File: src/inc/msp_pkg.sv
// msp_pkg: constants and types for the spi master/slave port
// assumes one user of the plain register port, byte-wide data
package msp_pkg;
   // register index on the plain port
   localparam logic [2:0] A_CTL1 = 3'h0;
   localparam logic [2:0] A_STAT = 3'h1;
   localparam logic [2:0] A_CTL3 = 3'h2;
   localparam logic [2:0] A_DATA = 3'h3;
   localparam logic [2:0] A_RELOAD = 3'h4;
   localparam logic [2:0] A_IRQ = 3'h5;
   // control_one_reg fields
   localparam int B_WRITE_COLLISION_FLAG = 7;
   localparam int B_EN = 5;
   localparam int B_POL = 4;
   // port_status_reg fields
   localparam int B_SMP = 7;
   localparam int B_CKE = 6;
   localparam int B_BF = 0;
   // control_three_reg and irq register fields
   localparam int B_BUFFER_OVERWRITE_EN = 4;
   localparam int B_IRQ = 0;
   // mode field codes
   localparam logic [3:0] M_DIV4 = 4'h0;
   localparam logic [3:0] M_DIV16 = 4'h1;
   localparam logic [3:0] M_DIV64 = 4'h2;
   localparam logic [3:0] M_TMR2 = 4'h3;
   localparam logic [3:0] M_SLV_SS = 4'h4;
   localparam logic [3:0] M_SLV = 4'h5;
   localparam logic [3:0] M_RELOAD = 4'ha;
   // half of one serial clock period, in mclk cycles
   localparam logic [9:0] HALF_DIV4 = 10'h002;
   localparam logic [9:0] HALF_DIV16 = 10'h008;
   localparam logic [9:0] HALF_DIV64 = 10'h020;
   // master walks 16 clock edges, then one closing half period
   localparam logic [4:0] EDGE_LAST = 5'h10;
   localparam logic [4:0] BIT_LAST = 5'h07;
   localparam logic [7:0] RST_BYTE = 8'h00;
   localparam logic [3:0] RST_MODE = 4'h0;
   typedef enum logic [1:0] {ST_IDLE, ST_RUN, ST_DONE} msp_state_e;
endpackage : msp_pkg

File: src/rtl/msp_sync.sv
// msp_sync: two-flop synchroniser for a group of pin inputs
// assumes inputs are asynchronous to clk_i; q_o is the second stage
`timescale 1ns/1ps
`default_nettype none
module msp_sync #(
   parameter int W = 1,
   parameter logic [W-1:0] RST_VAL = '0
) (
   input wire logic clk_i,
   input wire logic rst_i,
   input wire logic [W-1:0] d_i,
   output logic [W-1:0] q_o
);
   logic [W-1:0] meta_q;

   // first stage feeds only the second stage
   always_ff @(posedge clk_i) begin
      if (rst_i) begin
         meta_q <= RST_VAL;
         q_o <= RST_VAL;
      end else begin
         meta_q <= d_i;
         q_o <= meta_q;
      end
   end
endmodule : msp_sync
`default_nettype wire

File: src/rtl/msp_top.sv
// msp_top: spi port working as master or slave, byte-wide register port
// assumes sck, sdi and select pins are asynchronous; sleep and timer tick
// come from logic on mclk_i
//
// Behaviour
// RULE1 - software enables the port; reconfigures with enable cleared
// RULE2 - msb first; full byte goes to buffer, sets buffer-full and irq flag
// RULE3 - buffer write while busy is dropped, sets collision flag
// RULE4 - reading the data buffer clears buffer-full
// RULE5 - idle buffer write loads buffer and shift register together; code drops it while the collision flag is set
// RULE6 - master starts on buffer write and drives the clock pin
// RULE7 - slave shifts on external clock edges, flag on last bit
// RULE8 - master rate: osc/4, /16, /64, timer/2 or osc/(4*(reload+1))
// RULE9 - polarity bit gives clock idle level, slave reference too
// RULE10 - edge bit set: data valid before first clock edge
// RULE11 - master sample phase: middle or end of output time
// RULE12 - software keeps sample phase clear in slave mode
// RULE13 - clock pin idles at polarity level before slave enable
// RULE14 - receive-only master keeps sampling with normal flags
// RULE15 - overwrite enable accepts writes and updates with unread byte
// RULE16 - slave shifts out the byte received in the previous group
// RULE17 - mode code 0100 selects select-pin synchronised slave
// RULE18 - select low: transfer enabled, data output driven
// RULE19 - select high: data output released at once, port reset; code does both only after the two-flop synchroniser, output three cycles late
// RULE20 - port reset forces the bit counter to zero
// RULE21 - software uses select control for slave with edge bit set
// RULE22 - master freezes during sleep, resumes afterwards
// RULE23 - slave runs from external clock in sleep, flag wakes device
// RULE24 - mode codes decode to the master rates and the two slaves
//
// Design decisions made here: the plain strobed port and the address map.
`timescale 1ns/1ps
`default_nettype none
module msp_top (
   input wire logic mclk_i,
   input wire logic sys_rst_i,
   input wire logic [2:0] addr_i,
   input wire logic [7:0] wdata_i,
   input wire logic wr_i,
   input wire logic rd_i,
   output logic [7:0] rdata_o,
   input wire logic sleep_i,
   input wire logic tmr2_tick_i,
   input wire logic sck_i,
   input wire logic sdi_i,
   input wire logic ss_n_i,
   output logic sck_o,
   output logic sck_oe_o,
   output logic sdo_o,
   output logic sdo_oe_o,
   output logic port_irq_flag_o
);
   logic sck_s, sdi_s, ss_n_s, sck_p_q;
   logic en_q, pol_q, write_collision_flag_q, smp_q, cke_q, buffer_overwrite_en_q, bf_q;
   logic [3:0] mode_q;
   logic [7:0] buf_q, reload_q, sr_q;
   logic [9:0] div_q, half_lim;
   logic [4:0] cnt_q;
   msp_pkg::msp_state_e st_q;
   logic master, slave, ss_mode, port_rst, slave_en, busy;
   logic buf_wr, load_ok, collide, half_tick, done;
   logic lead, trail, m_samp, m_out, s_samp, s_out, samp, outp, m_s1_q, m_s2_q;

   // RULE24 master codes
   function automatic logic is_master(input logic [3:0] m);
      is_master = (m == msp_pkg::M_DIV4) || (m == msp_pkg::M_DIV16) ||
                  (m == msp_pkg::M_DIV64) || (m == msp_pkg::M_TMR2) ||
                  (m == msp_pkg::M_RELOAD);
   endfunction : is_master

   // RULE8 half period
   function automatic logic [9:0] half_of(input logic [3:0] m,
                                          input logic [7:0] r);
      case (m)
         msp_pkg::M_DIV16: half_of = msp_pkg::HALF_DIV16;
         msp_pkg::M_DIV64: half_of = msp_pkg::HALF_DIV64;
         msp_pkg::M_RELOAD: half_of = {1'b0, r, 1'b0} + msp_pkg::HALF_DIV4;
         default: half_of = msp_pkg::HALF_DIV4;
      endcase
   endfunction : half_of

   // pins cross into mclk; select idles high (deselected)
   msp_sync #(.W(3), .RST_VAL(3'h1)) u_sync (
      .clk_i(mclk_i),
      .rst_i(sys_rst_i),
      .d_i({sck_i, sdi_i, ss_n_i}),
      .q_o({sck_s, sdi_s, ss_n_s})
   );

   // sdi lags two flops, so master samples wait two cycles for it
   always_ff @(posedge mclk_i) begin
      if (sys_rst_i) begin
         sck_p_q <= 1'b0;
         {m_s2_q, m_s1_q} <= 2'h0;
      end else begin
         sck_p_q <= sck_s;
         {m_s2_q, m_s1_q} <= {m_s1_q, m_samp};
      end
   end

   assign master = is_master(mode_q);
   // RULE24 slave codes
   assign slave = (mode_q == msp_pkg::M_SLV) || (mode_q == msp_pkg::M_SLV_SS);
   // RULE17 select control
   assign ss_mode = (mode_q == msp_pkg::M_SLV_SS);
   // RULE19 select high resets
   assign port_rst = !en_q || (ss_mode && ss_n_s);
   // RULE18 select low enables
   assign slave_en = slave && !port_rst;
   assign busy = (st_q != msp_pkg::ST_IDLE);
   assign done = (st_q == msp_pkg::ST_DONE);

   assign buf_wr = wr_i && (addr_i == msp_pkg::A_DATA);
   // RULE15 overwrite allowed
   assign load_ok = buf_wr && en_q && !busy && !write_collision_flag_q && (!bf_q || buffer_overwrite_en_q);
   // RULE3 collision detect
   assign collide = buf_wr && en_q && busy;

   // RULE22 sleep freezes master
   assign half_lim = half_of(mode_q, reload_q);
   assign half_tick = (st_q == msp_pkg::ST_RUN) && master && !sleep_i &&
                      ((mode_q == msp_pkg::M_TMR2) ? tmr2_tick_i
                                                   : (div_q == half_lim - 10'h001));

   // RULE10 output edge choice
   assign m_out = half_tick && (cnt_q[0] == cke_q) && (cnt_q < msp_pkg::EDGE_LAST);
   // RULE11 sample phase
   assign m_samp = half_tick && (smp_q ? ((cnt_q[0] == cke_q) && (cnt_q != 5'h00))
                                       : ((cnt_q[0] != cke_q) &&
                                          (cnt_q < msp_pkg::EDGE_LAST)));

   // RULE9 edges against idle
   assign lead = (sck_s != sck_p_q) && (sck_s != pol_q);
   assign trail = (sck_s != sck_p_q) && (sck_s == pol_q);
   // RULE7 external clock shifts
   assign s_samp = slave_en && (cke_q ? lead : trail);
   assign s_out = slave_en && (cke_q ? trail : lead);
   assign samp = m_s2_q || s_samp;
   assign outp = m_out || s_out;

   // sequence control
   always_ff @(posedge mclk_i) begin
      if (sys_rst_i || port_rst) begin
         st_q <= msp_pkg::ST_IDLE;
      end else begin
         case (st_q)
            msp_pkg::ST_IDLE: begin
               // RULE6 start on write
               if (load_ok && master) begin
                  st_q <= msp_pkg::ST_RUN;
               end else if (slave_en && (lead || trail)) begin
                  st_q <= msp_pkg::ST_RUN;
               end
            end
            msp_pkg::ST_RUN: begin
               if (half_tick && (cnt_q == msp_pkg::EDGE_LAST)) begin
                  st_q <= msp_pkg::ST_DONE;
               end else if (s_samp && (cnt_q == msp_pkg::BIT_LAST)) begin
                  st_q <= msp_pkg::ST_DONE;
               end
            end
            msp_pkg::ST_DONE: begin
               st_q <= msp_pkg::ST_IDLE;
            end
            default: begin
               st_q <= msp_pkg::ST_IDLE;
            end
         endcase
      end
   end

   // rate divider; restarts each half period
   always_ff @(posedge mclk_i) begin
      if (sys_rst_i || port_rst || (st_q != msp_pkg::ST_RUN) || half_tick) begin
         div_q <= 10'h000;
      end else if (!sleep_i) begin
         div_q <= div_q + 10'h001;
      end
   end

   // edge count for master, bit count for slave
   always_ff @(posedge mclk_i) begin
      // RULE20 counter cleared
      if (sys_rst_i || port_rst || done) begin
         cnt_q <= 5'h00;
      end else if (half_tick || s_samp) begin
         cnt_q <= cnt_q + 5'h01;
      end
   end

   // shift register and data output
   always_ff @(posedge mclk_i) begin
      if (sys_rst_i) begin
         sr_q <= msp_pkg::RST_BYTE;
         sdo_o <= 1'b0;
      end else if (load_ok) begin
         // RULE5 load both
         sr_q <= wdata_i;
         sdo_o <= wdata_i[7];
      end else begin
         // RULE2 msb first
         if (samp) begin
            sr_q <= {sr_q[6:0], sdi_s};
         end
         // RULE16 received byte recirculates
         if (outp) begin
            sdo_o <= samp ? sr_q[6] : sr_q[7];
         end
      end
   end

   // serial clock out, idles at polarity level
   always_ff @(posedge mclk_i) begin
      if (sys_rst_i) begin
         sck_o <= 1'b0;
      end else if (!master || (st_q != msp_pkg::ST_RUN)) begin
         // RULE9 idle level
         sck_o <= pol_q;
      end else if (half_tick && (cnt_q < msp_pkg::EDGE_LAST)) begin
         sck_o <= !sck_o;
      end
   end

   // pin drive enables
   always_ff @(posedge mclk_i) begin
      if (sys_rst_i) begin
         sck_oe_o <= 1'b0;
         sdo_oe_o <= 1'b0;
      end else begin
         // RULE6 clock driven
         sck_oe_o <= en_q && master;
         // RULE19 release on select
         sdo_oe_o <= en_q && (master || (slave && !(ss_mode && ss_n_s)));
      end
   end

   // control registers; change them only with the port disabled
   always_ff @(posedge mclk_i) begin
      if (sys_rst_i) begin
         en_q <= 1'b0;
         pol_q <= 1'b0;
         mode_q <= msp_pkg::RST_MODE;
         smp_q <= 1'b0;
         cke_q <= 1'b0;
         buffer_overwrite_en_q <= 1'b0;
         reload_q <= msp_pkg::RST_BYTE;
      end else if (wr_i) begin
         case (addr_i)
            msp_pkg::A_CTL1: begin
               // RULE1 enable bit
               en_q <= wdata_i[msp_pkg::B_EN];
               pol_q <= wdata_i[msp_pkg::B_POL];
               mode_q <= wdata_i[3:0];
            end
            msp_pkg::A_STAT: begin
               smp_q <= wdata_i[msp_pkg::B_SMP];
               cke_q <= wdata_i[msp_pkg::B_CKE];
            end
            msp_pkg::A_CTL3: begin
               buffer_overwrite_en_q <= wdata_i[msp_pkg::B_BUFFER_OVERWRITE_EN];
            end
            msp_pkg::A_RELOAD: begin
               reload_q <= wdata_i;
            end
            default: begin
            end
         endcase
      end
   end

   // collision flag: hardware set beats software clear
   always_ff @(posedge mclk_i) begin
      if (sys_rst_i) begin
         write_collision_flag_q <= 1'b0;
      end else if (collide) begin
         // RULE3 flag set
         write_collision_flag_q <= 1'b1;
      end else if (wr_i && (addr_i == msp_pkg::A_CTL1)) begin
         write_collision_flag_q <= write_collision_flag_q && wdata_i[msp_pkg::B_WRITE_COLLISION_FLAG];
      end
   end

   // receive buffer and buffer-full flag
   always_ff @(posedge mclk_i) begin
      if (sys_rst_i) begin
         buf_q <= msp_pkg::RST_BYTE;
         bf_q <= 1'b0;
      end else if (load_ok) begin
         buf_q <= wdata_i;
      end else if (done) begin
         // RULE14 byte stored if buffer empty or overwrite enabled
         if (!bf_q || buffer_overwrite_en_q) begin
            buf_q <= sr_q;
         end
         // RULE2 buffer full
         bf_q <= 1'b1;
      end else if (rd_i && (addr_i == msp_pkg::A_DATA)) begin
         // RULE4 read clears
         bf_q <= 1'b0;
      end
   end

   // completion flag; runs without sleep gating so it can wake the device
   always_ff @(posedge mclk_i) begin
      if (sys_rst_i) begin
         port_irq_flag_o <= 1'b0;
      end else if (done) begin
         // RULE23 byte sets flag
         port_irq_flag_o <= 1'b1;
      end else if (wr_i && (addr_i == msp_pkg::A_IRQ)) begin
         port_irq_flag_o <= port_irq_flag_o && wdata_i[msp_pkg::B_IRQ];
      end
   end

   // read port: data stand for one cycle after the strobe
   always_ff @(posedge mclk_i) begin
      if (sys_rst_i || !rd_i) begin
         rdata_o <= 8'h00;
      end else begin
         case (addr_i)
            msp_pkg::A_CTL1: rdata_o <= {write_collision_flag_q, 1'b0, en_q, pol_q, mode_q};
            msp_pkg::A_STAT: rdata_o <= {smp_q, cke_q, 5'h00, bf_q};
            msp_pkg::A_CTL3: rdata_o <= {3'h0, buffer_overwrite_en_q, 4'h0};
            msp_pkg::A_DATA: rdata_o <= buf_q;
            msp_pkg::A_RELOAD: rdata_o <= reload_q;
            msp_pkg::A_IRQ: rdata_o <= {7'h00, port_irq_flag_o};
            default: rdata_o <= 8'h00;
         endcase
      end
   end
endmodule : msp_top
`default_nettype wire

File: config.mk
export PLATFORM = sky130hd
export DESIGN_NAME = msp_top
export DESIGN_NICKNAME = d
export VERILOG_FILES = /design/src/inc/msp_pkg.sv /design/src/rtl/msp_sync.sv /design/src/rtl/msp_top.sv
export SDC_FILE = /design/constraint.sdc
export NUM_CORES = 1
export LEC_CHECK = 0
export ABC_AREA = 1
export BUFFER_PORTS_ARGS = -buffer_cell sky130_fd_sc_hd__buf_2
export CAP_MARGIN = 20
export CORE_UTILIZATION = 50
export CTS_BUF_LIST = sky130_fd_sc_hd__clkbuf_8
export CTS_CLUSTER_SIZE = 12
export DETAILED_ROUTE_END_ITERATION = 6
export HOLD_SLACK_MARGIN = 0.03
export PLACE_DENSITY = 0.69
export SLEW_MARGIN = 20
export SYNTH_ARGS = -nofsm -noshare
export SYNTH_HDL_FRONTEND = slang
export SYNTH_SLANG_ARGS = --single-unit
File: constraint.sdc
create_clock -name mclk_i -period 3.4 [get_ports mclk_i]
set_input_delay 0.85 -clock mclk_i [delete_from_list [all_inputs] [get_ports mclk_i]]
set_output_delay 0.85 -clock mclk_i [all_outputs]
set_load 0.1 [all_outputs]
* Word-level counts from Yosys, hierarchy flattened
Cells that the tools add are included.
** Cells by class
- Add/sub/neg operators :: 4
- $mul :: 0
- Div/mod/pow operators :: 0
- Order comparisons :: 1
- Equality and inequality tests :: 24
- Shift-type cells :: 0
- Multiplexer cells :: 27
- Bitwise logic cells :: 1
- Reduce and logical (&&, ||, !) cells :: 81
** Operator list (number)
- case mux 8 bit (6 select lines) :: 1
- two-way mux 8 bit :: 5
- logical AND 1 bit :: 33
- case mux 10 bit (3 select lines) :: 1
- logical OR 1 bit :: 18
- nonzero test 2 bit :: 9
- two-way mux 1 bit :: 15
- AND reduction 2 bit :: 7
- adder 10 x 1 -> 10 bit, second input constant :: 1
- adder 9 x 2 -> 10 bit, second input constant :: 1
- equality test 10 bit :: 1
- logical NOT 1 bit :: 10
- subtractor 10 x 1 -> 10 bit, second input constant :: 1
- equality test 4 x 2 -> 1 bit, second input constant :: 2
- equality test 4 x 3 -> 1 bit, second input constant :: 2
- two-way mux 2 bit :: 4
- equality test 3 x 2 -> 1 bit, second input constant :: 2
- equality test 3 bit, second input constant :: 2
- adder 5 x 1 -> 5 bit, second input constant :: 1
- equality test 5 x 3 -> 1 bit, second input constant :: 1
- equality test 5 bit, second input constant :: 1
- less-than comparator 5 bit, second input constant :: 1
- nonzero test 5 bit :: 1
- equality test 4 x 1 -> 1 bit, second input constant :: 1
- other kinds (14) :: 17
** Word-level totals
- Register bits :: 74
- Latch bits :: 0
- Memory bits (writable) :: 0
- Bits in read-only memories :: 0
- Bits of input ports :: 20
- Logic and storage cells :: 163
- Memories :: 0

* Depth between registers and ports, before layout
Gate-level depths: netlist of the first run.
- Depth after elaboration :: 13
- Gate-level depth with buffers :: 25
- Gate-level depth less buffers :: 25

* Hierarchy
From an unflattened synthesis of the first run, not the netlist that was laid out.
** Second synthesis, totals
- Cell total of the unflattened synthesis :: 552
- Area, all modules :: 3923.8 sq um
** Modules (own cells, without submodules)
- msp_top :: instances 1, cells an instance 533, area an instance 3754.9 sq um, seq. area each 1361.3 sq um
- msp_sync :: instances 1, cells an instance 19, area an instance 168.9 sq um, seq. area each 120.1 sq um

* Least setup slack after synthesis of the first run
OpenSTA, ideal clock, no wires.
- Kind :: register -> register
- Start point :: register mode_q[1]
- End point :: register cnt_q[1]
- Library setup time :: 0.116 ns
- Data arrival time :: 2.348 ns
- Required time :: 3.284 ns
- Setup slack :: 0.937 ns
- Stages on the path, launching flop included :: 24
- Path buffers :: 0
- Cell sequence :: dfxtp_1 -> inv_2 -> nor2_4 -> nand3_2 -> nand2_4 -> inv_1 -> ha_1 -> nor2_1 -> nor2_1 -> nand2_1 -> nor2_1 -> nand2_1 -> nor2_1 -> nand2_1 -> nor2_1 -> nand2_1 -> nor2_1 -> nand3_2 -> o21bai_4 -> nand2_4 -> nand2_4 -> inv_1 -> nor2_1 -> nor2_1
** On the way
- Cells in the longest elaborated chain, start to end :: 9
- Elaborated cells between the ends (all ways) :: 27
** RTL lines
- start, declared :: line msp_top.sv:55 : logic [3:0] mode_q;
- start signal, assigned :: line msp_top.sv:242 : mode_q <= msp_pkg::RST_MODE;
- start signal, assigned :: line msp_top.sv:253 : mode_q <= wdata_i[3:0];
- parallel branches: the longest is 9 deep, another holds subtractor 10 x 1 -> 10 bit
- end signal, assigned :: line msp_top.sv:187 : cnt_q <= cnt_q + 5'h01;
- end, declared :: line msp_top.sv:58 : logic [4:0] cnt_q;
Several ways; the timed one is not identified.
A chain may end at the register's enable or synchronous reset.

* Final worst setup path of the first run
- Start point :: register mode_q[3]
- End point :: register cnt_q[1]
Same word-level chain as after synthesis.

==> impl_metrics.env, run 1 <==
export IMPL_status="complete, no violations"
export IMPL_crit_path_frequent_cell="nor2_1"
export IMPL_yosys_warnings=0
export IMPL_syn_area_per_cell_um2=6.96
export IMPL_ios=33
export IMPL_p_leak_nw=1.89
export IMPL_finalSetupTns_ns=0
export IMPL_yosysSeqAreaShare_pct=38.0
export IMPL_cts_resized=0
export IMPL_slew_headroom_pct=67.5
export IMPL_clk_pin_slew_worst_paths_ns=0.08
export IMPL_grt_antenna_before_repair=0
export IMPL_synth_nets=585
export IMPL_syn_inst=560
export IMPL_fillers=718
export IMPL_initial_core_util_pct=52.6
export IMPL_cts_sinks=74
export IMPL_regToRegSetupSlack_ns=0.69
export IMPL_maxCapViolations=0
export IMPL_cts_root_buf="clkbuf_8"
export IMPL_period_share_pct=79.6
export IMPL_min_delay_path_class="reg -> reg"
export IMPL_worst_ep_arrival_time_ns=2.94
export IMPL_drt_iter0_drc=136
export IMPL_finalCriticalPeriod_ns=2.71
export IMPL_area_growth_syn_to_layout_pct=12.6
export IMPL_diodes=0
export IMPL_rsz0062_at_grt="no"
export IMPL_cp_top_family="simple AND/OR/NAND/NOR gates"
export IMPL_core_um2=7410
export IMPL_finalMaxSlewViolations=0
export IMPL_first_global_vias=3518
export IMPL_crit_required_ns=3.63
export IMPL_finalWirelength_um=9660
export IMPL_ant_nets=0
export IMPL_htree_levels=3
export IMPL_grt_overflow=0
export IMPL_netlist_area_um2=3900
export IMPL_cp_slowest_stage_delay_ns=0.38
export IMPL_worst_pin_slew_ns=0.491
export IMPL_portBuffers=32
export IMPL_timing_rr_start="mode_q[3]"
export IMPL_worstPathBufferInverterCount=3
export IMPL_setup_violations=0
export IMPL_cts_tree="yes"
export IMPL_powerDensity_nw_per_um2=415
export IMPL_grt_max_degree=23
export IMPL_max_vdd_ir_drop_mv=0.366
export IMPL_final_util_pct=59.3
export IMPL_start_kind="flip-flop"
export IMPL_grtUsageMet3_pct=4.80
export IMPL_grtUsageMet1_pct=32.8
export IMPL_drtPass1Iterations=5
export IMPL_place_hpwl_um=7390
export IMPL_vias=3659
export IMPL_worst_path_max_fanout=6
export IMPL_clockBufferDepth=2
export IMPL_die_w_um=90.3
export IMPL_hold_viol_final=0
export IMPL_crit_path_cell_trace="inv_1 > nor2_1 > nand3_2 > nand2_4 > inv_1 > ha_1 > nor2_1 > nor2_1 > nand2_1 > nor2_1 > nand2_1 > nor2_1 > nand2_1 > nor2_1 > nand2_1 > nor2_1 > nand3_2 > o21bai_4 > nand2_4 > nand2_4 > inv_1 > nor2_1 > nor2_1"
export IMPL_cts_buffers=9
export IMPL_top_usage_layer="met2"
export IMPL_startpoint="mode_q[3]"
export IMPL_cp_depth=23
export IMPL_drc=0
export IMPL_grtUsageTotal_pct=25.3
export IMPL_final_layout_size_suffix_gt1_share_pct=14.7
export IMPL_reg2regPathDepth=23
export IMPL_use_met2_pct=42.5
export IMPL_crit_type="reg -> reg"
export IMPL_gp_congestion=0.877
export IMPL_end_kind="flip-flop"
export IMPL_nNetsFinal=620
export IMPL_fp_dieH_um=90.3
export IMPL_clock_latency_ns=0.35
export IMPL_num_rows=31
export IMPL_cts_hold_buf=0
export IMPL_viasPerCell=5.23
export IMPL_fin_worst_skew_ns=0.00915
export IMPL_grt_pass1_wl_um=16600
export IMPL_dieArea_um2=8160
export IMPL_synth_seq_cells=74
export IMPL_avgRoutedWirePerCell_um=13.8
export IMPL_post_cts_setup_buffers=0
export IMPL_cpMaxStageDelayCell="dfxtp_1"
export IMPL_fmax_mhz=369
export IMPL_synth_cell_type_count=44
export IMPL_r2r_end="cnt_q[1]"
export IMPL_crit_end="cnt_q[1]"
-- final cells by class --
type	instances	area, µm²	area share [%]
Clock inverter	4	72.6	1.65
Tap cell	99	124	2.82
Timing Repair Buffer	34	175	3.99
Sequential cell	74	1480	33.7
Clock buffer	12	165	3.76
Inverter	88	330	7.52
Multi-Input combinational cell	388	2040	46.5
-- per-stage QoR --
step / cell area, µm² / std cells / power (W) / worst slack (ns) / hold WS [ns]
final: 4390 / 699 / 0.00182 / 0.693 / 0.404
after global routing: 4390 / 699 / 0.00189 / 0.237 / 0.434
after CTS: 4390 / 699 / 0.00183 / 0.672 / 0.407
after detailed placement: 4160 / 683 / 0.00104 / 0.561 / 0.396
after global placement: 4160 / 683 / 0.00103 / 0.597 / 0.394
after floorplan: 3900 / 560 / 0.000993 / 0.937 / 0.388
-- report_power, final --
part | internal, W | switching (W) | total [W] | leakage (nW)
sequential | 0.000879 | 0.0000110 | 0.000890 | 0.599
combinational | 0.0000376 | 0.0000898 | 0.000127 | 1.17
clock | 0.000472 | 0.000335 | 0.000807 | 0.119
total | 0.00139 | 0.000436 | 0.00182 | 1.89
-- logic make-up (layout without fill, tap and decap cells) --
family / count (synthesis) / in the layout / synth area share (%)
xor gates and xnor gates: 11 / 11 / 2.47
and+or+nand+nor: 272 / 272 / 33.1
AOI/OAI and AO/OA: 100 / 100 / 15.2
adders and majority gates: 5 / 5 / 1.60
buffers and inverters: 98 / 138 / 9.59
DFF: 74 / 74 / 38.0
-- Yosys cell counts (all sizes together) --
| master | n | share of area [%] |
|---|---|---|
| a221oi | 1 | 0.22 |
| o211ai | 1 | 0.19 |
| xor2 | 9 | 2.0 |
| xnor2 | 2 | 0.45 |
| nand3b | 1 | 0.19 |
| nand2 | 132 | 14 |
| a32o | 1 | 0.26 |
| clkbuf | 7 | 0.67 |
| buf | 3 | 0.45 |
| o221ai | 4 | 0.90 |
| a21oi | 32 | 4.4 |
| clkinv | 1 | 0.096 |
| o21ai | 35 | 4.5 |
| o31ai | 2 | 0.38 |
| o311a | 1 | 0.26 |
| dfxtp | 74 | 38 |
| ha | 5 | 1.6 |
| or2 | 3 | 0.48 |
| and3 | 1 | 0.16 |
| o21bai | 1 | 0.48 |
| nor4 | 2 | 0.48 |
| a31oi | 15 | 2.4 |
| nor2 | 70 | 8.3 |
| inv | 87 | 8.4 |
| o22ai | 3 | 0.48 |
| a211oi | 3 | 0.58 |
| nand4 | 6 | 0.96 |
| nor3b | 2 | 0.38 |
| nor3 | 9 | 1.6 |
| nand3 | 46 | 6.5 |
| a22oi | 1 | 0.19 |
-- metal layers --
| layer | up-vias | part of all wire, % |
|---|---|---|
| met5 | - | 0 |
| met4 | 0 | 1.7 |
| met3 | 14 | 4.0 |
| met2 | 78 | 47 |
| met1 | 1676 | 47 |
| li1 | 1891 | - |
-- sequential cells by signal, indices dropped and copies added, names as in the netlist, 2 cells and up --
register       count
st_q               2
u_sync.q_o         3
cnt_q              5
u_sync.meta_q      3
div_q             10
buf_q              8
reload_q           8
sr_q               8
mode_q             4
rdata_o            8
-- worst register-to-register path, cell delays in order (launching register included) --
cell,delay (ns)
dfxtp_1,0.38
inv_1,0.10
nor2_1,0.15
nand3_2,0.15
nand2_4,0.12
inv_1,0.05
ha_1,0.28
nor2_1,0.04
nor2_1,0.08
nand2_1,0.05
nor2_1,0.08
nand2_1,0.06
nor2_1,0.08
nand2_1,0.06
nor2_1,0.08
nand2_1,0.05
nor2_1,0.11
nand3_2,0.09
o21bai_4,0.20
nand2_4,0.09
nand2_4,0.10
inv_1,0.08
nor2_1,0.08
nor2_1,0.05
-- layout by cell type, fill, tap and decap left out, types with 2 or more instances in the layout --
| cell type | instances |
|---|---|
| nand2_1 | 122 |
| inv_1 | 80 |
| dfxtp_1 | 74 |
| nor2_1 | 62 |
| nand3_1 | 41 |
| o21ai_0 | 34 |
| buf_2 | 32 |
| a21oi_1 | 31 |
| a31oi_1 | 15 |
| clkbuf_8 | 12 |
| xor2_1 | 9 |
| inv_2 | 7 |
| nor3_1 | 7 |
| nand4_1 | 6 |
| nand2_2 | 5 |
| nand2_4 | 5 |
| nand3_2 | 5 |
| ha_1 | 5 |
| o221ai_1 | 4 |
| nor2_4 | 3 |
| nor2_2 | 3 |
| a211oi_1 | 3 |
| o22ai_1 | 3 |
| or2_2 | 3 |
| xnor2_1 | 2 |
| o31ai_1 | 2 |
| nor2_8 | 2 |
| nor3b_1 | 2 |
| bufinv_16 | 2 |
| buf_4 | 2 |
-- worst min-delay path by stage --
stage                                start             to  slack [ns]  depth (start not counted)
after floorplan                     m_s1_q         m_s2_q        0.39                          2
after global routing                m_s1_q         m_s2_q        0.43                          2
after global placement    u_sync.meta_q[2]  u_sync.q_o[2]        0.39                          2
final                               m_s1_q         m_s2_q        0.40                          2
after CTS                           m_s1_q         m_s2_q        0.41                          2
after detailed placement            m_s1_q         m_s2_q        0.40                          2
Power figures use the tool's default switching activity.
==> run 2: changes to the inputs <==
--- a/config.mk
+++ b/config.mk
@@ -5,7 +5,7 @@
 export SDC_FILE = /design/constraint.sdc
 export NUM_CORES = 1
 export LEC_CHECK = 0
-export ABC_AREA = 1
+export ABC_AREA = 0
 export BUFFER_PORTS_ARGS = -buffer_cell sky130_fd_sc_hd__buf_2
 export CAP_MARGIN = 20
 export CORE_UTILIZATION = 50
==> constraint.sdc (replaced) <==
create_clock -name mclk_i -period 2.6 [get_ports mclk_i]
set_input_delay 0.65 -clock mclk_i [delete_from_list [all_inputs] [get_ports mclk_i]]
set_output_delay 0.65 -clock mclk_i [all_outputs]
set_load 0.1 [all_outputs]
==> impl_metrics.env, run 2 <==
export IMPL_status="complete, but fails checks"
export IMPL_violations="setup timing"
export IMPL_crit_required_ns=2.89
export IMPL_cts_sinks=74
export IMPL_syn_inst=482
export IMPL_worst_path_max_fanout=5
export IMPL_fp_dieH_um=91.1
export IMPL_hold_path_startpoint="u_sync.meta_q[0]"
export IMPL_netlist_top_cell_by_area="dfxtp_1"
export IMPL_drc=0
export IMPL_initial_core_util_pct=51.6
export IMPL_p_sw_w=0.000611
export IMPL_clkPwrFrac_pct=42.2
export IMPL_finalCriticalPeriod_ns=3.02
export IMPL_hold_path_endpoint="u_sync.q_o[0]"
export IMPL_timing_rr_start="mode_q[0]"
export IMPL_largest_register="div_q"
export IMPL_p_comb_share_pct=7.3
export IMPL_viasPerCell=5.66
export IMPL_yosysSeqAreaShare_pct=37.3
export IMPL_final_util_pct=67.3
export IMPL_grt_overflow=0
export IMPL_maxCapViolations=0
export IMPL_crit_type="reg -> reg"
export IMPL_synth_top_area_share_pct=37.3
export IMPL_core_um2=7690
export IMPL_yosysMostFrequentCell="dfxtp_1"
export IMPL_grt_max_degree=29
export IMPL_use_met2_pct=42.9
export IMPL_clockBufferDepth=2
export IMPL_top_usage_layer="met2"
export IMPL_netlist_area_um2=3970
export IMPL_gp_congestion=0.810
export IMPL_switching_share_pct=26.8
export IMPL_diodes=0
export IMPL_ios=33
export IMPL_cts_hold_buf=0
export IMPL_final_layout_size_suffix_gt1_share_pct=32.0
export IMPL_synth_cell_type_count=66
export IMPL_finalSetupTns_ns=-5.43
export IMPL_cts_tree="yes"
export IMPL_rsz0062_at_grt="yes"
export IMPL_place_hpwl_um=7690
export IMPL_grt_pass1_wl_um=17500
export IMPL_drtPass1Iterations=5
export IMPL_ant_nets=0
export IMPL_fillers=674
export IMPL_syn_area_per_cell_um2=8.23
export IMPL_clock_latency_ns=0.36
export IMPL_r2r_end="cnt_q[2]"
export IMPL_htree_levels=3
export IMPL_cts_buffers=9
export IMPL_slew_headroom_pct=61.8
export IMPL_worst_ep_arrival_time_ns=3.31
export IMPL_yosys_warnings=0
export IMPL_period_share_pct=116
export IMPL_fmax_mhz=331
export IMPL_finalPower_w=0.00228
export IMPL_hold_viol_final=0
export IMPL_synth_nets=507
export IMPL_vias=3867
export IMPL_finalWirelength_um=10800
export IMPL_synth_seq_cells=74
export IMPL_finalMaxSlewViolations=0
export IMPL_final_common_cell="dfxtp_1"
export IMPL_grt_antenna_before_repair=0
export IMPL_regToRegSetupSlack_ns=-0.42
export IMPL_grtUsageMet1_pct=35.4
export IMPL_power_internal_w=0.00167
export IMPL_setup_slack_ns=-0.419
export IMPL_portBuffers=32
export IMPL_reg2regPathDepth=12
export IMPL_grtUsageMet3_pct=5.36
export IMPL_end_kind="flip-flop"
export IMPL_worst_pin_slew_ns=0.568
export IMPL_setup_violations=20
export IMPL_synth_flop_cell="dfxtp_1"
export IMPL_drt_iter0_drc=283
export IMPL_cts_root_buf="clkbuf_8"
export IMPL_fin_worst_skew_ns=0.0105
export IMPL_first_global_vias=3644
export IMPL_dieArea_um2=8300
export IMPL_synth_enable_flop_cells=0
export IMPL_largest_reg_flops=10
export IMPL_seqPwrFrac_pct=50.4
export IMPL_netlist_top_cells_area="dfxtp_1 (37%), nand2_1 (6.3%), nor2_1 (5.1%)"
export IMPL_whs_path_depth=1
export IMPL_synthTopCellsByCount="dfxtp_1 (74), nand2_1 (67), nor2_1 (54)"
export IMPL_synth_async_reset_ratio_pct=0
export IMPL_powerDensity_nw_per_um2=441
export IMPL_grtUsageTotal_pct=26.5
export IMPL_start_kind="flip-flop"
export IMPL_avgRoutedWirePerCell_um=15.9
export IMPL_layout_common_cells="dfxtp_1 (72), buf_4 (68), nand2_1 (66)"
export IMPL_nNetsFinal=601
export IMPL_area_growth_syn_to_layout_pct=30.4
export IMPL_min_delay_path_class="reg -> reg"
export IMPL_die_w_um=91.1
export IMPL_num_rows=32
export IMPL_p_leak_nw=1.94
export IMPL_max_vdd_ir_drop_mv=0.362
export IMPL_clk_pin_slew_worst_paths_ns=0.09
## run 2: changes by cell type after synthesis, sizes merged, moves of 9 or more
| cell | before | now |
|---|---|---|
| a211oi | 3 | 12 |
| a311oi | 0 | 9 |
| a31oi | 15 | 4 |
| clkbuf | 7 | 17 |
| inv | 87 | 6 |
| mux2i | 0 | 13 |
| nand2 | 132 | 67 |
| nand2b | 0 | 9 |
| nand3 | 46 | 17 |
| nor2 | 70 | 54 |
| nor2b | 0 | 16 |
| o21ai | 35 | 16 |
| xnor2 | 2 | 12 |
## run 2: power groups by stage
| stage | clock network [W] | logic, W | registers (W) |
|---|---|---|---|
| after global placement | 0 | 0.000149 | 0.00118 |
| final | 0.000965 | 0.000167 | 0.00115 |
| after global routing | 0.00102 | 0.000180 | 0.00115 |
| after detailed placement | 0 | 0.000152 | 0.00118 |
| after CTS | 0.000975 | 0.000158 | 0.00115 |
| after floorplan | 0 | 0.0000792 | 0.00118 |
## run 2: stage by stage
stage          worst slack (ns)  std cells  hold WS, ns  cell area, µm²
6_report                 -0.419        683        0.422            5170
5_1_grt                  -0.525        683        0.440            5170
2_1_floorplan            -0.401        482        0.389            4010
3_3_place_gp             -0.358        660        0.402            4680
4_1_cts                  -0.347        679        0.428            4960
3_5_place_dp             -0.430        660        0.404            4680
## run 2: cells by family (layout without fill, tap and decap cells)
logic type / count (synthesis) / after routing / share of synthesized area, %
and+or+nand+nor: 226 / 226 / 29.9
AOI/OAI and AO/OA: 109 / 109 / 18.4
DFF: 74 / 74 / 37.3
buffers and inverters: 29 / 128 / 3.53
xor gates and xnor gates: 22 / 22 / 4.86
muxes: 17 / 17 / 4.41
adders and majority gates: 5 / 5 / 1.58
## run 2: worst max path at each step
stage	endpoint	slack (ns)	start
after global placement	sck_o	-0.36	mode_q[0]
after CTS	cnt_q[2]	-0.35	mode_q[0]
final	cnt_q[2]	-0.42	mode_q[0]
after floorplan	cnt_q[2]	-0.40	mode_q[0]
after detailed placement	sck_o	-0.43	mode_q[0]
after global routing	cnt_q[2]	-0.52	mode_q[0]
## run 2: critical path: stages, from the launching register on
cell	delay, ns
dfxtp_2	0.36
or3b_4	0.39
o21a_1	0.12
nor2_1	0.10
ha_2	0.22
o221ai_4	0.13
a21o_1	0.20
a311o_1	0.29
o22ai_2	0.22
o22ai_2	0.13
and3_4	0.20
or4_4	0.47
a21oi_2	0.12
## run 2: area by class of cell
cell class,count,area [µm²],area share (%)
inverter,7,26.3,0.508
sequential,74,1480,28.7
clock inverter,7,82.6,1.60
tap,102,128,2.47
multi-input combinational,379,2580,49.9
clock buffer,9,124,2.39
timing repair buffer,105,749,14.5
## run 2: metal layers
layer	vias to the layer above	routed length [µm]
met5	-	0
met4	0	242
met3	25	589
met2	118	5000
met1	1798	5000
li1	1926	-
## run 2: what timing repair did
| item | 4_1_cts | 5_1_grt |
|---|---|---|
| setup endpoints to repair | 20 | 20 |
| gates cloned | 0 | 1 |
| pin swaps | 9 | 10 |
| gates resized for setup | 12 | 38 |
| buffers inserted | 3 | 3 |
==> run 3: changes to the inputs <==
--- a/config.mk
+++ b/config.mk
@@ -8,12 +8,11 @@
 export ABC_AREA = 0
 export BUFFER_PORTS_ARGS = -buffer_cell sky130_fd_sc_hd__buf_2
 export CAP_MARGIN = 20
-export CORE_UTILIZATION = 50
+export CORE_UTILIZATION = 45
 export CTS_BUF_LIST = sky130_fd_sc_hd__clkbuf_8
 export CTS_CLUSTER_SIZE = 12
 export DETAILED_ROUTE_END_ITERATION = 6
 export HOLD_SLACK_MARGIN = 0.03
-export PLACE_DENSITY = 0.69
 export SLEW_MARGIN = 20
 export SYNTH_ARGS = -nofsm -noshare
 export SYNTH_HDL_FRONTEND = slang
==> impl_metrics.env, run 3 (same netlist as run 2, synthesis figures left out) <==
export IMPL_hold_path_endpoint="u_sync.q_o[0]"
export IMPL_drtPass1Iterations=5
export IMPL_place_hpwl_um=7910
export IMPL_largest_register="div_q"
export IMPL_setup_slack_ns=-0.386
export IMPL_area_growth_syn_to_layout_pct=26.4
export IMPL_end_kind="flip-flop"
export IMPL_reg2regPathDepth=12
export IMPL_viasPerCell=5.57
export IMPL_grt_max_degree=30
export IMPL_htree_levels=3
export IMPL_hold_viol_final=0
export IMPL_clk_pin_slew_worst_paths_ns=0.09
export IMPL_first_global_vias=3584
export IMPL_maxCapViolations=0
export IMPL_fin_area_um2=5020
export IMPL_dpl_cell_area_um2=4670
export IMPL_vias=3800
export IMPL_crit_required_ns=2.90
export IMPL_fin_worst_skew_ns=0.0101
export IMPL_top_usage_layer="met2"
export IMPL_finalWirelength_um=10500
export IMPL_nNetsFinal=597
export IMPL_worst_pin_slew_ns=0.662
export IMPL_cpMaxStageDelayCell="or4_4"
export IMPL_grtUsageMet3_pct=2.92
export IMPL_cts_tree="yes"
export IMPL_p_leak_nw=1.90
export IMPL_crit_type="reg -> reg"
export IMPL_gp_congestion=0.812
export IMPL_status="complete, but fails checks"
export IMPL_r2r_end="cnt_q[2]"
export IMPL_worst_ep_arrival_time_ns=3.28
export IMPL_ios=33
export IMPL_finalPower_w=0.00226
export IMPL_dp_cells=661
export IMPL_drt_iter0_drc=224
export IMPL_avgRoutedWirePerCell_um=15.4
export IMPL_core_um2=8380
export IMPL_ant_nets=0
export IMPL_cp_top_family="simple AND/OR/NAND/NOR gates"
export IMPL_grt_antenna_before_repair=0
export IMPL_whs_path_depth=1
export IMPL_powerDensity_nw_per_um2=451
export IMPL_rsz0062_at_grt="yes"
export IMPL_layout_common_cells="dfxtp_1 (71), nand2_1 (66), buf_4 (64)"
export IMPL_hold_path_startpoint="u_sync.meta_q[0]"
export IMPL_timing_rr_start="mode_q[3]"
export IMPL_place_ws_ns=-0.460
export IMPL_clockBufferDepth=2
export IMPL_num_rows=33
export IMPL_worst_path_max_fanout=5
export IMPL_crit_path_cell_trace="or3b_4 > o21a_1 > nor2_1 > ha_2 > o221ai_4 > a21o_1 > a311o_1 > o22ai_2 > o22ai_2 > and3_4 > or4_4 > a21oi_2"
export IMPL_cts_buffers=9
export IMPL_violations="setup timing"
export IMPL_dieArea_um2=9200
export IMPL_period_share_pct=115
export IMPL_final_layout_size_suffix_gt1_share_pct=28.2
export IMPL_grt_overflow=0
export IMPL_regToRegSetupSlack_ns=-0.39
export IMPL_die_w_um=95.9
export IMPL_clock_latency_ns=0.36
export IMPL_instances_no_fill=682
export IMPL_crit_path_frequent_cell="o22ai_2"
export IMPL_grtUsageTotal_pct=25.0
export IMPL_use_met2_pct=41.6
export IMPL_setup_violations=20
export IMPL_finalCriticalPeriod_ns=2.99
export IMPL_cts_root_buf="clkbuf_8"
export IMPL_drc=0
export IMPL_finalMaxSlewViolations=0
export IMPL_largest_reg_flops=10
export IMPL_max_vdd_ir_drop_mv=0.343
export IMPL_cp_slowest_stage_delay_ns=0.48
export IMPL_grt_pass1_wl_um=17500
export IMPL_portBuffers=32
export IMPL_start_kind="flip-flop"
export IMPL_grtUsageMet1_pct=33.6
export IMPL_finalSetupTns_ns=-5.84
export IMPL_initial_core_util_pct=47.3
export IMPL_final_common_cell="dfxtp_1"
export IMPL_slew_headroom_pct=55.5
export IMPL_cts_sinks=74
export IMPL_fmax_mhz=335
export IMPL_fp_dieH_um=95.9
export IMPL_worstPathBufferInverterCount=0
export IMPL_diodes=0
export IMPL_min_delay_path_class="reg -> reg"
[run 3: power breakdown]
part | switching (W) | internal (W) | total (W)
Combinational | 0.0000966 | 0.0000660 | 0.000163
Clock | 0.000468 | 0.000479 | 0.000948
Sequential | 0.00000732 | 0.00114 | 0.00115
Total | 0.000572 | 0.00169 | 0.00226
[run 3: layer usage]
| layer | up-vias | wire length, µm |
|---|---|---|
| li1 | 1908 | - |
| met1 | 1797 | 4980 |
| met2 | 85 | 4980 |
| met3 | 10 | 421 |
| met4 | 0 | 130 |
| met5 | - | 0 |
[run 3: layout make-up]
| cell class | count | area (µm²) |
|---|---|---|
| Fill cell | 795 | 3370 |
| Multi-Input combinational cell | 379 | 2460 |
| Sequential cell | 74 | 1490 |
| Timing Repair Buffer | 101 | 706 |
| Clock buffer | 10 | 138 |
| Tap cell | 105 | 131 |
| Clock inverter | 6 | 71.3 |
| Inverter | 7 | 26.3 |
[run 3: worst max path at each step]
| stage | slack (ns) | start | endpoint | cells after the start |
|---|---|---|---|---|
| 3_5_place_dp | -0.46 | mode_q[0] | sck_o | 11 |
| 6_report | -0.39 | mode_q[3] | cnt_q[2] | 12 |
| 4_1_cts | -0.36 | mode_q[3] | sck_o | 12 |
| 2_1_floorplan | -0.40 | mode_q[0] | cnt_q[2] | 12 |
| 3_3_place_gp | -0.39 | mode_q[0] | sck_o | 11 |
| 5_1_grt | -0.53 | mode_q[3] | cnt_q[2] | 12 |
[run 3: what timing repair did]
item / CTS / global route
hold buffers: 0 / 0
pin swaps: 11 / 5
cloned: 0 / 0
resized for setup: 15 / 10
setup buffers: 2 / 3
endpoints found under the setup margin: 20 / 20
[run 3: stage by stage]
step | utilization (%) | hold WS (ns)
after floorplan | - | 0.389
after global placement | 55.7 | 0.390
after detailed placement | 55.7 | 0.404
after CTS | 59.1 | 0.422
after global routing | 59.8 | 0.454
final | 59.8 | 0.416
